[src/core/flash_writer_regs.vh]
// constants for the writer-mode flash sequencer
// included by every design file of the block; definitions only
`ifndef FLASH_WRITER_REGS_VH
`define FLASH_WRITER_REGS_VH

`define CMD_MEM_READ      8'h00
`define CMD_AUTO_PROGRAM  8'h40
`define CMD_AUTO_ERASE    8'h20
`define CMD_STATUS_READ   8'h71

`define STAT_ABNORMAL_BIT 7
`define STAT_CMD_ERR_BIT  6
`define STAT_PROG_ERR_BIT 5
`define STAT_ERASE_ERR_BIT 4
`define STAT_COUNT_BIT    1
`define STAT_BADADDR_BIT  0
`define STAT_RESET        8'h00

`define POLL_BUSY_BIT     7
`define POLL_PASS_BIT     6

`define CLK_FREQ_KHZ      125000
`define OSC_SETTLE_MS     10
`define SETUP_MS          10
`define ERASE_MIN_MS      100

`define ARRAY_TOP_ADDR    18'h0F77F
`define BLANK_BYTE        8'hFF
`define BLOCK_LOW_MASK    8'h7F
`define BLOCK_BYTES       8'h80

`endif

[src/core/flash_writer.v]
// writer-mode command sequencer: entry delays, auto-erase, status polling, status read
// assumes a programmer on the parallel pins; flash array reads come from array_rdata
//
// Design decisions made here: the register addresses and the plain strobed port.
`timescale 1ns/1ps
`include "flash_writer_regs.vh"
module flash_writer
#(
	parameter SETTLE_CYCLES = (`OSC_SETTLE_MS * `CLK_FREQ_KHZ),
	parameter SETUP_CYCLES  = (`SETUP_MS * `CLK_FREQ_KHZ),
	parameter ERASE_CYCLES  = (`ERASE_MIN_MS * `CLK_FREQ_KHZ),
	parameter ADDR_W        = 18
)
(
	input  wire              clk_sys,
	input  wire              sys_rst,
	input  wire              ce_n,
	input  wire              oe_n,
	input  wire              we_n,
	input  wire [ADDR_W-1:0] addr,
	input  wire [7:0]        data_in,
	input  wire [7:0]        array_rdata,
	input  wire              erase_fail,
	output reg  [7:0]        data_out,
	output reg               data_oe,
	output reg  [ADDR_W-1:0] array_addr,
	output reg               array_erase,
	output reg               ready
);
	localparam [2:0] ST_SETTLE = 3'd0;
	localparam [2:0] ST_SETUP  = 3'd1;
	localparam [2:0] ST_WAIT   = 3'd2;
	localparam [2:0] ST_READ   = 3'd3;
	localparam [2:0] ST_ERASE  = 3'd4;
	localparam [2:0] ST_POLL   = 3'd5;
	localparam [2:0] ST_STATUS = 3'd6;

	localparam [1:0] OUT_ARRAY  = 2'd0;
	localparam [1:0] OUT_POLL   = 2'd1;
	localparam [1:0] OUT_STATUS = 2'd2;

	wire ce_s;
	wire oe_s;
	wire we_s;
	wire [7:0]        din_s;
	wire [ADDR_W-1:0] addr_s;
	reg  [7:0]        din_m_q;
	reg  [7:0]        din_q;
	reg  [ADDR_W-1:0] addr_m_q;
	reg  [ADDR_W-1:0] addr_q;
	reg               erase_fail_m_q;
	reg               erase_fail_q;

	pin_sync u_ce (.clk_sys(clk_sys), .sys_rst(sys_rst), .d(ce_n), .q(ce_s));
	pin_sync u_oe (.clk_sys(clk_sys), .sys_rst(sys_rst), .d(oe_n), .q(oe_s));
	pin_sync u_we (.clk_sys(clk_sys), .sys_rst(sys_rst), .d(we_n), .q(we_s));

	// buses are sampled on the same two stages; they settle long before the strobe edge
	always @(posedge clk_sys or posedge sys_rst)
	begin
		if (sys_rst)
		begin
			din_m_q        <= 8'h00;
			din_q          <= 8'h00;
			addr_m_q       <= {ADDR_W{1'b0}};
			addr_q         <= {ADDR_W{1'b0}};
			erase_fail_m_q <= 1'b0;
			erase_fail_q   <= 1'b0;
		end
		else
		begin
			din_m_q        <= data_in;
			din_q          <= din_m_q;
			addr_m_q       <= addr;
			addr_q         <= addr_m_q;
			erase_fail_m_q <= erase_fail;
			erase_fail_q   <= erase_fail_m_q;
		end
	end
	assign din_s  = din_q;
	assign addr_s = addr_q;

	// command write is taken on the rising edge of write enable with chip enabled
	reg  we_prev_q;
	wire cmd_wr = we_s && !we_prev_q && !ce_s;

	reg [2:0]  state_q;
	reg [2:0]  state_d;
	reg [1:0]  out_sel_q;
	reg [1:0]  out_sel_d;
	reg [7:0]  first_cmd_q;
	reg [7:0]  first_cmd_d;
	reg        have_first_q;
	reg        have_first_d;
	reg [7:0]  status_q;
	reg [7:0]  status_d;
	reg        poll_done_q;
	reg        poll_done_d;
	reg        poll_pass_q;
	reg        poll_pass_d;
	reg        timer_load;
	reg [31:0] timer_count;
	wire       timer_done;

	cycle_timer #(.WIDTH(32)) u_timer
	(
		.clk_sys (clk_sys),
		.sys_rst (sys_rst),
		.load    (timer_load),
		.count   (timer_count),
		.running (),
		.done    (timer_done)
	);

	// first load of the settle count happens one cycle after reset release
	reg boot_q;

	always @*
	begin
		state_d      = state_q;
		out_sel_d    = out_sel_q;
		first_cmd_d  = first_cmd_q;
		have_first_d = have_first_q;
		status_d     = status_q;
		poll_done_d  = poll_done_q;
		poll_pass_d  = poll_pass_q;
		timer_load   = 1'b0;
		timer_count  = 32'h00000000;
		case (state_q)
		ST_SETTLE:
		begin
			if (boot_q)
			begin
				timer_load  = 1'b1;
				timer_count = SETTLE_CYCLES - 1;
			end
			else if (timer_done)
			begin
				state_d     = ST_SETUP;
				timer_load  = 1'b1;
				timer_count = SETUP_CYCLES - 1;
			end
		end
		ST_SETUP:
		begin
			// write strobes are dropped until setup ends
			if (timer_done)
			begin
				state_d   = ST_READ;
				out_sel_d = OUT_ARRAY;
			end
		end
		ST_ERASE:
		begin
			// no command is decoded while the whole array clears
			if (timer_done)
			begin
				poll_done_d = 1'b1;
				poll_pass_d = !erase_fail_q;
				status_d[`STAT_ERASE_ERR_BIT] = erase_fail_q;
				status_d[`STAT_ABNORMAL_BIT]  = erase_fail_q;
				state_d = ST_WAIT;
			end
		end
		default:
		begin
			if (cmd_wr)
			begin
				// polling flags stay until the next erase starts; this write only takes the poll byte off the output
				out_sel_d = OUT_ARRAY;
				if (!have_first_q)
				begin
					if (din_s == `CMD_MEM_READ)
						state_d = ST_READ;
					else if (din_s == `CMD_AUTO_ERASE || din_s == `CMD_STATUS_READ)
					begin
						first_cmd_d  = din_s;
						have_first_d = 1'b1;
						state_d      = ST_WAIT;
					end
					else
					begin
						status_d[`STAT_CMD_ERR_BIT]  = 1'b1;
						status_d[`STAT_ABNORMAL_BIT] = 1'b1;
						state_d = ST_WAIT;
					end
					// any mode other than status read starts a fresh return code
					if (din_s != `CMD_STATUS_READ)
						status_d = (din_s == `CMD_MEM_READ || din_s == `CMD_AUTO_ERASE) ? `STAT_RESET
							: (`STAT_RESET | (8'h01 << `STAT_CMD_ERR_BIT) | (8'h01 << `STAT_ABNORMAL_BIT));
				end
				else
				begin
					have_first_d = 1'b0;
					if (din_s == first_cmd_q && first_cmd_q == `CMD_AUTO_ERASE)
					begin
						state_d     = ST_ERASE;
						poll_done_d = 1'b0;
						poll_pass_d = 1'b0;
						out_sel_d   = OUT_POLL;
						timer_load  = 1'b1;
						timer_count = ERASE_CYCLES - 1;
					end
					else if (din_s == first_cmd_q)
					begin
						state_d   = ST_STATUS;
						out_sel_d = OUT_STATUS;
					end
					else
					begin
						status_d[`STAT_CMD_ERR_BIT]  = 1'b1;
						status_d[`STAT_ABNORMAL_BIT] = 1'b1;
						state_d = ST_WAIT;
					end
				end
			end
		end
		endcase
	end

	always @(posedge clk_sys or posedge sys_rst)
	begin
		if (sys_rst)
		begin
			state_q      <= ST_SETTLE;
			out_sel_q    <= OUT_ARRAY;
			first_cmd_q  <= 8'h00;
			have_first_q <= 1'b0;
			status_q     <= `STAT_RESET;
			poll_done_q  <= 1'b0;
			poll_pass_q  <= 1'b0;
			we_prev_q    <= 1'b1;
			boot_q       <= 1'b1;
		end
		else
		begin
			state_q      <= state_d;
			out_sel_q    <= out_sel_d;
			first_cmd_q  <= first_cmd_d;
			have_first_q <= have_first_d;
			status_q     <= status_d;
			poll_done_q  <= poll_done_d;
			poll_pass_q  <= poll_pass_d;
			we_prev_q    <= we_s;
			boot_q       <= 1'b0;
		end
	end

	reg [7:0] dout_d;
	always @*
	begin
		case (out_sel_q)
		OUT_POLL:
		begin
			dout_d = 8'h00;
			dout_d[`POLL_BUSY_BIT] = poll_done_q;
			dout_d[`POLL_PASS_BIT] = poll_pass_q;
		end
		OUT_STATUS:
			dout_d = status_q;
		default:
			dout_d = (addr_s > `ARRAY_TOP_ADDR) ? `BLANK_BYTE : array_rdata;
		endcase
	end

	always @(posedge clk_sys or posedge sys_rst)
	begin
		if (sys_rst)
		begin
			data_out    <= 8'h00;
			data_oe     <= 1'b0;
			array_addr  <= {ADDR_W{1'b0}};
			array_erase <= 1'b0;
			ready       <= 1'b0;
		end
		else
		begin
			data_out    <= dout_d;
			data_oe     <= !ce_s && !oe_s && we_s && state_q != ST_SETTLE && state_q != ST_SETUP;
			array_addr  <= addr_s;
			array_erase <= (state_q == ST_ERASE);
			ready       <= (state_q != ST_SETTLE) && (state_q != ST_SETUP) && (state_q != ST_ERASE);
		end
	end
endmodule

[src/core/pin_sync.v]
// two-flop synchroniser for one level from the writer pins
// assumes the input is asynchronous to clk_sys
`timescale 1ns/1ps
`include "flash_writer_regs.vh"
module pin_sync
(
	input  wire clk_sys,
	input  wire sys_rst,
	input  wire d,
	output reg  q
);
	reg meta_q;

	// resets to the idle level of an active-low strobe so no false edge follows reset
	always @(posedge clk_sys or posedge sys_rst)
	begin
		if (sys_rst)
		begin
			meta_q <= 1'b1;
			q      <= 1'b1;
		end
		else
		begin
			meta_q <= d;
			q      <= meta_q;
		end
	end
endmodule

[src/core/cycle_timer.v]
// down counter that pulses done when a loaded count runs out
// assumes load and the count come from the same clock domain
`timescale 1ns/1ps
`include "flash_writer_regs.vh"
module cycle_timer
#(
	parameter WIDTH = 32
)
(
	input  wire             clk_sys,
	input  wire             sys_rst,
	input  wire             load,
	input  wire [WIDTH-1:0] count,
	output reg              running,
	output wire             done
)
;
	reg [WIDTH-1:0] cnt_q;

	assign done = running && (cnt_q == {WIDTH{1'b0}});

	always @(posedge clk_sys or posedge sys_rst)
	begin
		if (sys_rst)
		begin
			cnt_q   <= {WIDTH{1'b0}};
			running <= 1'b0;
		end
		else if (load)
		begin
			cnt_q   <= count;
			running <= 1'b1;
		end
		else if (running)
		begin
			if (cnt_q == {WIDTH{1'b0}})
				running <= 1'b0;
			else
				cnt_q <= cnt_q - {{(WIDTH-1){1'b0}}, 1'b1};
		end
	end
endmodule

[config.mk]
export PLATFORM = sky130hd
export DESIGN_NAME = flash_writer
export DESIGN_NICKNAME = d
export VERILOG_FILES = /design/src/core/flash_writer.v /design/src/core/pin_sync.v /design/src/core/cycle_timer.v
export VERILOG_INCLUDE_DIRS = /design/src /design/src/core
export SDC_FILE = /design/constraint.sdc
export NUM_CORES = 1
export LEC_CHECK = 0
export BUFFER_PORTS_ARGS = -buffer_cell sky130_fd_sc_hd__buf_2
export CAP_MARGIN = 10
export CORE_ASPECT_RATIO = 0.8
export CORE_MARGIN = 2
export CORE_UTILIZATION = 47
export CTS_CLUSTER_SIZE = 20
export DETAILED_ROUTE_END_ITERATION = 6
export PLACE_DENSITY = 0.7
export SKIP_LAST_GASP = 1
export SLEW_MARGIN = 20
export SYNTH_ARGS = -nofsm -noshare
export SYNTH_HDL_FRONTEND = slang
export SYNTH_SLANG_ARGS = --single-unit
[constraint.sdc]
create_clock -name clk_sys -period 6.55 [get_ports clk_sys]
set_clock_uncertainty 0.2 [all_clocks]
set_input_delay 0.655 -clock clk_sys [delete_from_list [all_inputs] [get_ports clk_sys]]
set_output_delay 0.655 -clock clk_sys [all_outputs]
set_load 0.05 [all_outputs]
Word-level counts from Yosys, hierarchy flattened
Index checks and enable logic that the tools add are counted.
{"block": "totals", "reg_bits": 148, "out_inout_bits": 29, "elab_cells": 162, "input_bits": 40}
{"block": "classes", "add_sub_neg": 1, "reduce_logical": 41, "n_lt_le_gt_ge": 1, "n_mux": 58, "n_bitwise": 5, "n_eq_ne": 25}
{"op": "$mux 32", "count": 3}
{"op": "$mux 24", "count": 3}
{"op": "$pmux 24 s2", "count": 1}
{"op": "$mux 21", "count": 2}
{"op": "$logic_not 32->1", "count": 1}
{"op": "$mux 8", "count": 4}
{"op": "$sub 32x1->32 const B", "count": 1}
{"op": "$mux 3", "count": 8}
{"op": "$mux 2", "count": 10}
{"op": "$reduce_and 5->1", "count": 4}
{"op": "$gt 18x16->1 const B", "count": 1}
{"op": "$mux 1", "count": 18}
{"op": "$eq 8x6->1 const B", "count": 2}
{"op": "$pmux 8 s2", "count": 1}
{"op": "$ne 2x2->1 const B", "count": 7}
{"op": "$ne 3x2->1 const B", "count": 4}
{"op": "$reduce_bool 2->1", "count": 6}
{"op": "$logic_and 1x1->1", "count": 10}
{"op": "$pmux 1 s2", "count": 5}
{"op": "$pmux 3 s3", "count": 1}
{"op": "$eq 8x7->1 const B", "count": 1}
{"op": "$eq 8x8->1", "count": 1}
{"op": "$logic_not 8->1", "count": 1}
{"op": "$ne 4x2->1 const B", "count": 2}
{"op": "other kinds (23)", "count": 34}

Longest topological paths before layout
{"block": "logic_depth", "word_depth": 8, "depth_mapped": 9, "mapped_depth_nobuf": 8}

Cells and area by module
From an unflattened synthesis, not the netlist that was laid out.
{"block": "unflattened", "cells_unflattened": 466, "area_unflattened_um2": 5652.9}
{"module": "flash_writer", "seq_area_each_um2": 2605.0, "n_inst": 1, "cells_per_inst": 223, "area_per_inst_um2": 3430.8}
{"module": "cycle_timer", "seq_area_each_um2": 825.8, "n_inst": 1, "cells_per_inst": 234, "area_per_inst_um2": 2053.2}
{"module": "pin_sync", "seq_area_each_um2": 52.6, "n_inst": 3, "cells_per_inst": 3, "area_per_inst_um2": 56.3}

Least setup slack after synthesis
No wires, ideal clock.
{"block": "synth_path", "path_type": "reg2reg", "startpoint": "reg u_timer.cnt_q[26]", "endpoint": "reg u_timer.cnt_q[14]", "setup_ns": 0.119, "stages_incl_launch_ff": 8, "n_path_buf": 1, "path_slack_ns": 4.039, "required_time_ns": 6.231, "synth_period_minus_slack_ns": 2.511, "arrival_ns": 2.192, "cell_sequence": "dfrtp_1 or4_4 or4_4 nor4_4 o21ai_2 nand2_1 buf_4 nor2_1"}
{"block": "synth_between", "elab_chain_len": 7, "elab_cells_between_ends": 9, "classes_between": "eq/ne (1); mux (4); reduce/logical (4)"}
{"item": "start, declared", "line_no": "cycle_timer.v:18", "source": "reg [WIDTH-1:0] cnt_q;"}
{"item": "start signal, assigned", "line_no": "cycle_timer.v:26", "source": "cnt_q <= {WIDTH{1'b0}};"}
{"item": "start signal, assigned", "line_no": "cycle_timer.v:31", "source": "cnt_q <= count;"}
{"item": "start signal, assigned", "line_no": "cycle_timer.v:39", "source": "cnt_q <= cnt_q - {{(WIDTH-1){1'b0}}, 1'b1};"}
{"item": "$logic_not 32->1 *", "line_no": "cycle_timer.v:20, cycle_timer.v:36"}
{"item": "$logic_and 1x1->1", "line_no": "cycle_timer.v:20", "source": "assign done = running && (cnt_q == {WIDTH{1'b0}});"}
{"item": "$mux 1", "line_no": "flash_writer.v:137", "source": "else if (timer_done)"}
{"item": "$mux 1", "line_no": "flash_writer.v:132", "source": "if (boot_q)"}
{"item": "$pmux 1 s2", "line_no": "flash_writer.v:129", "source": "case (state_q)"}
{"item": "$ne 2x2->1 (no source line) / $reduce_bool 2->1 (equally long branches)"}
{"item": "$reduce_and 2->1 (no source line)"}
Every way passes the cells marked *; elsewhere a longest branch is shown, timed or not.
A chain may end at the register's enable or synchronous reset.

Final worst setup path
{"block": "layout_path", "startpoint": "reg first_cmd_q[3]", "endpoint": "reg u_timer.cnt_q[31]"}
{"block": "layout_between", "elab_chain_len": 8, "elab_cells_between_ends": 11, "classes_between": "eq/ne (3); mux (5); reduce/logical (3)"}
{"item": "start, declared", "line_no": "flash_writer.v:91", "source": "reg [7:0] first_cmd_q;"}
{"item": "start signal, assigned", "line_no": "flash_writer.v:239", "source": "first_cmd_q <= first_cmd_d;"}
{"item": "$eq 8x8->1 / $eq 8x6->1 (equally long branches)"}
{"item": "$logic_and 1x1->1 (no source line) *"}
{"item": "$mux 1 *", "line_no": "flash_writer.v:195", "source": "if (din_s == first_cmd_q && first_cmd_q == `CMD_AUTO_ERASE)"}
{"item": "$mux 1 *", "line_no": "flash_writer.v:171", "source": "if (!have_first_q)"}
{"item": "$mux 1 *", "line_no": "flash_writer.v:167", "source": "if (cmd_wr)"}
{"item": "$pmux 1 s2 *", "line_no": "flash_writer.v:129"}
{"item": "$ne 2x2->1 (no source line) / $reduce_bool 2->1 (equally long branches)"}
{"item": "$reduce_and 2->1 (no source line)"}
Marks and branches as above.

==> results.ini <==
[floorplan]
fp.dieH_um=98.56
row_count=34
core_area_mm2=0.01089
die_w_um=122.2
die_area_mm2=0.01204
pin_count=69
initial_core_util_pct=48.23

[logic_synthesis]
syn_inst=412
yosysSeqAreaShare_pct=68.32
syn_area_mm2=0.005253
synth_top_family_by_area=simple AND/OR/NAND/NOR gates
synth.avg_cell_area_um2=12.75
synth_compound_area_share_pct=6.122
ys_types=50
synth_flop_cell=dfrtp_1
synth_edf_count=0
async_reset_ff_share_pct=100.0
ys_warn_count=0
synth-simple-area-share_pct=15.82
synth_nets=456
yosys.area_share.xor_xnor_pct=6.336
ys_ff_latch=143
synthMuxAreaShare_pct=0.6432
yosys.area_share.adder_pct=0.9528

[clock_network]
cts_buffers=17
cts-root-buf=clkbuf_16
clk_latency_ns=0.41
post_cts_buffers=0
cts_num_sinks=143
clkTransAtPathRegs_ns=0.07
cts_tree=done
h-tree-depth=4
cts.path.max_buffers=2
hold_buffers=0
ctsResizeCount=0

[critical_path]
arrival_ns=3.24
r2r_start=first_cmd_q[3]
end_kind=register
cp_slowest_stage_delay_ns=0.79
r2r_cells=6
crit_path_frequent_cell=nand2_1
crit_type=reg2reg
path_cells=xnor2_1 > nand2_1 > nor3_1 > nand4_1 > nand2_1 > nor2_1
critical_path_required_ns=6.63
cp-startpoint=first_cmd_q[3]
cpMaxStageDelayCell=nand4_1
start_kind=register
critPathMaxFanout=18

[final_layout]
post-route-util_pct=57.76
diodes=0
nets=533
drive_gt1_share_pct=25.10
area_delta_synth_final_pct=19.75

[drt]
wl_per_cell_um=15.15
postRouteAntennaNets=0
vias_per_cell=5.200
drt_iter0_markers=323
vias=3359
drc=0
firstDrtPassIters=5
finalWirelength_um=9787

[pwr]
power.switching_mw=0.4663
p_comb_share_pct=4.4
sw_frac_of_total_pct=24.56
p_per_area_mw_per_mm2=301.9
leakage_nw=2.698
power_frac_clock_pct=46.9
seqPwrFrac_pct=48.7
peakVddDrop_uv=175.4
internal_power_mw=1.433
power_mw=1.899

[timing]
hold_viol=0
tightest_slew_ns=0.8823
fmax_mhz=316.3
finalCriticalPeriod_ns=3.161
slew_headroom_pct=41.07
holdWs_ns=0.08586
fin_setup_tns_ns=0
final-setup-viol-count=0
rsz0062_at_grt=no
final-max-slew-violation-count=0
period_share_pct=48.27

[global_routing]
grt_use_total_pct=17.73
grt_pass1_wl_um=16390
grt_max_degree=82
antenna_found_initial=0
first_global_vias=3313
overflow=0

[placement]
io_buffers=68
gp_congestion=0.8605
dp_hpwl_um=6478

[run_status]
status=finished, final reports clean

[job]
max-cap-violations=0

[min_path]
hp-class=in2async

## flip-flops by register name, indices dropped and copies added, names as in the netlist, 2 cells and up
register	count
u_timer.cnt_q	32
addr_m_q	18
addr_q	18
array_addr	18
data_out	8
din_m_q	8
din_q	8
first_cmd_q	8
state_q	3
status_q	3
out_sel_q	2
## metal layers
| metal | vias to the layer above | track usage (%) | wire length [um] |
|---|---|---|---|
| met5 | - | 0 | 0 |
| met4 | 0 | 6.454 | 128 |
| met3 | 13 | 5.961 | 646 |
| met2 | 114 | 24.15 | 4214 |
| met1 | 1642 | 26.44 | 4799 |
| li1 | 1590 | - | - |
## layout by cell type (no fill, tap or decap), types with 3 or more instances in the layout
cell | netlist | layout
o21a_1 | 6 | 6
a21o_1 | 5 | 5
o21ai_0 | 16 | 16
nand3_1 | 18 | 18
xor2_1 | 8 | 8
clkbuf_16 | 0 | 17
clkinv_4 | 0 | 4
clkinvlp_4 | 0 | 3
or3_1 | 4 | 4
inv_6 | 0 | 6
mux2_2 | 3 | 3
nand4_1 | 6 | 6
a21oi_1 | 5 | 5
nor2b_1 | 5 | 5
dfrtp_1 | 135 | 135
nor2_1 | 28 | 28
or3b_2 | 3 | 3
ha_1 | 4 | 4
xnor2_1 | 30 | 30
inv_1 | 8 | 7
nand2_1 | 36 | 36
nor3_1 | 20 | 20
nor4_1 | 20 | 20
buf_2 | 1 | 68
dfstp_2 | 8 | 8
## synth_stat cells (2+ instances only)
cell type  count  area [um^2]
or2_2          2        12.51
mux2_2         3        33.78
nand2_1       36        135.1
buf_4          3        22.52
or4_4          2        22.52
or4_1          2        15.01
inv_1          8        30.03
nor4b_1        2        17.52
nor3_1        20        100.1
a221oi_1       2        17.52
xor2_1         8        70.07
nor2b_1        5        31.28
o21ai_0       16        80.08
ha_1           4        50.05
dfrtp_1      135         3378
dfstp_2        8        210.2
or3_1          4        25.02
o21a_1         6        45.04
nand2b_1       2        12.51
xnor2_1       30        262.8
nand4_1        6        37.54
a21oi_1        5        25.02
nor4_1        20        125.1
nor2_1        28        105.1
clkbuf_1       6        22.52
o211ai_2       2        25.02
a21o_1         5        37.54
or3b_2         3        26.28
nand3_1       18        90.09
## layout make-up
type	count	area (um^2)
flip-flops and latches	143	3588
well taps	144	180.2
clock buffers	18	429.2
fillers	860	4601
multi-input cells	250	1582
inverters	8	35.03
clock inverters	14	123.9
repair buffers	69	351.6
## power by group through the flow
stage          sequential (mW)  combinational (mW)  clock, mW
2_1_floorplan            0.967              0.0295          0
3_3_place_gp             0.940              0.0834          0
3_5_place_dp             0.942              0.0848          0
4_1_cts                  0.926              0.0854      0.908
5_1_grt                  0.928              0.0921      0.952
6_report                 0.925              0.0833      0.890
## logic make-up after synthesis
| group | Yosys count |
|---|---|
| compound gates | 46 |
| simple gates | 158 |
| fa+ha+maj | 4 |
| xor+xnor | 38 |
| other cells | 1 |
| flops | 143 |
| mux | 3 |
| buf+inv | 19 |
## through the flow
step	cells	cell area, um^2	setup slack [ns]
finish	646	6290	3.389
global route	646	6290	3.086
CTS	646	6277	3.216
detailed placement	614	5724	3.267
global placement	614	5724	3.361
floorplan	412	5253	1.870
## critical path, delay by kind of cell (launching register included)
| kind | cells | cell delay, ns |
|---|---|---|
| simple gates | 5 | 2.22 |
| flops | 1 | 0.41 |
| xor+xnor | 1 | 0.19 |
## path summary, 6_finish.rpt
kind	end	slack, ns
setup / recovery	u_timer.cnt_q[31]	3.39
hold / removal	addr_m_q[8]	0.09
min in group clk_sys	u_oe.meta_q	0.14
setup reg to reg	u_timer.cnt_q[31]	3.39
hold reg to reg	array_addr[0]	0.14
max in group asynchronous	u_timer.cnt_q[9]	4.96
Note: power is estimated with default switching activity, not from simulation.
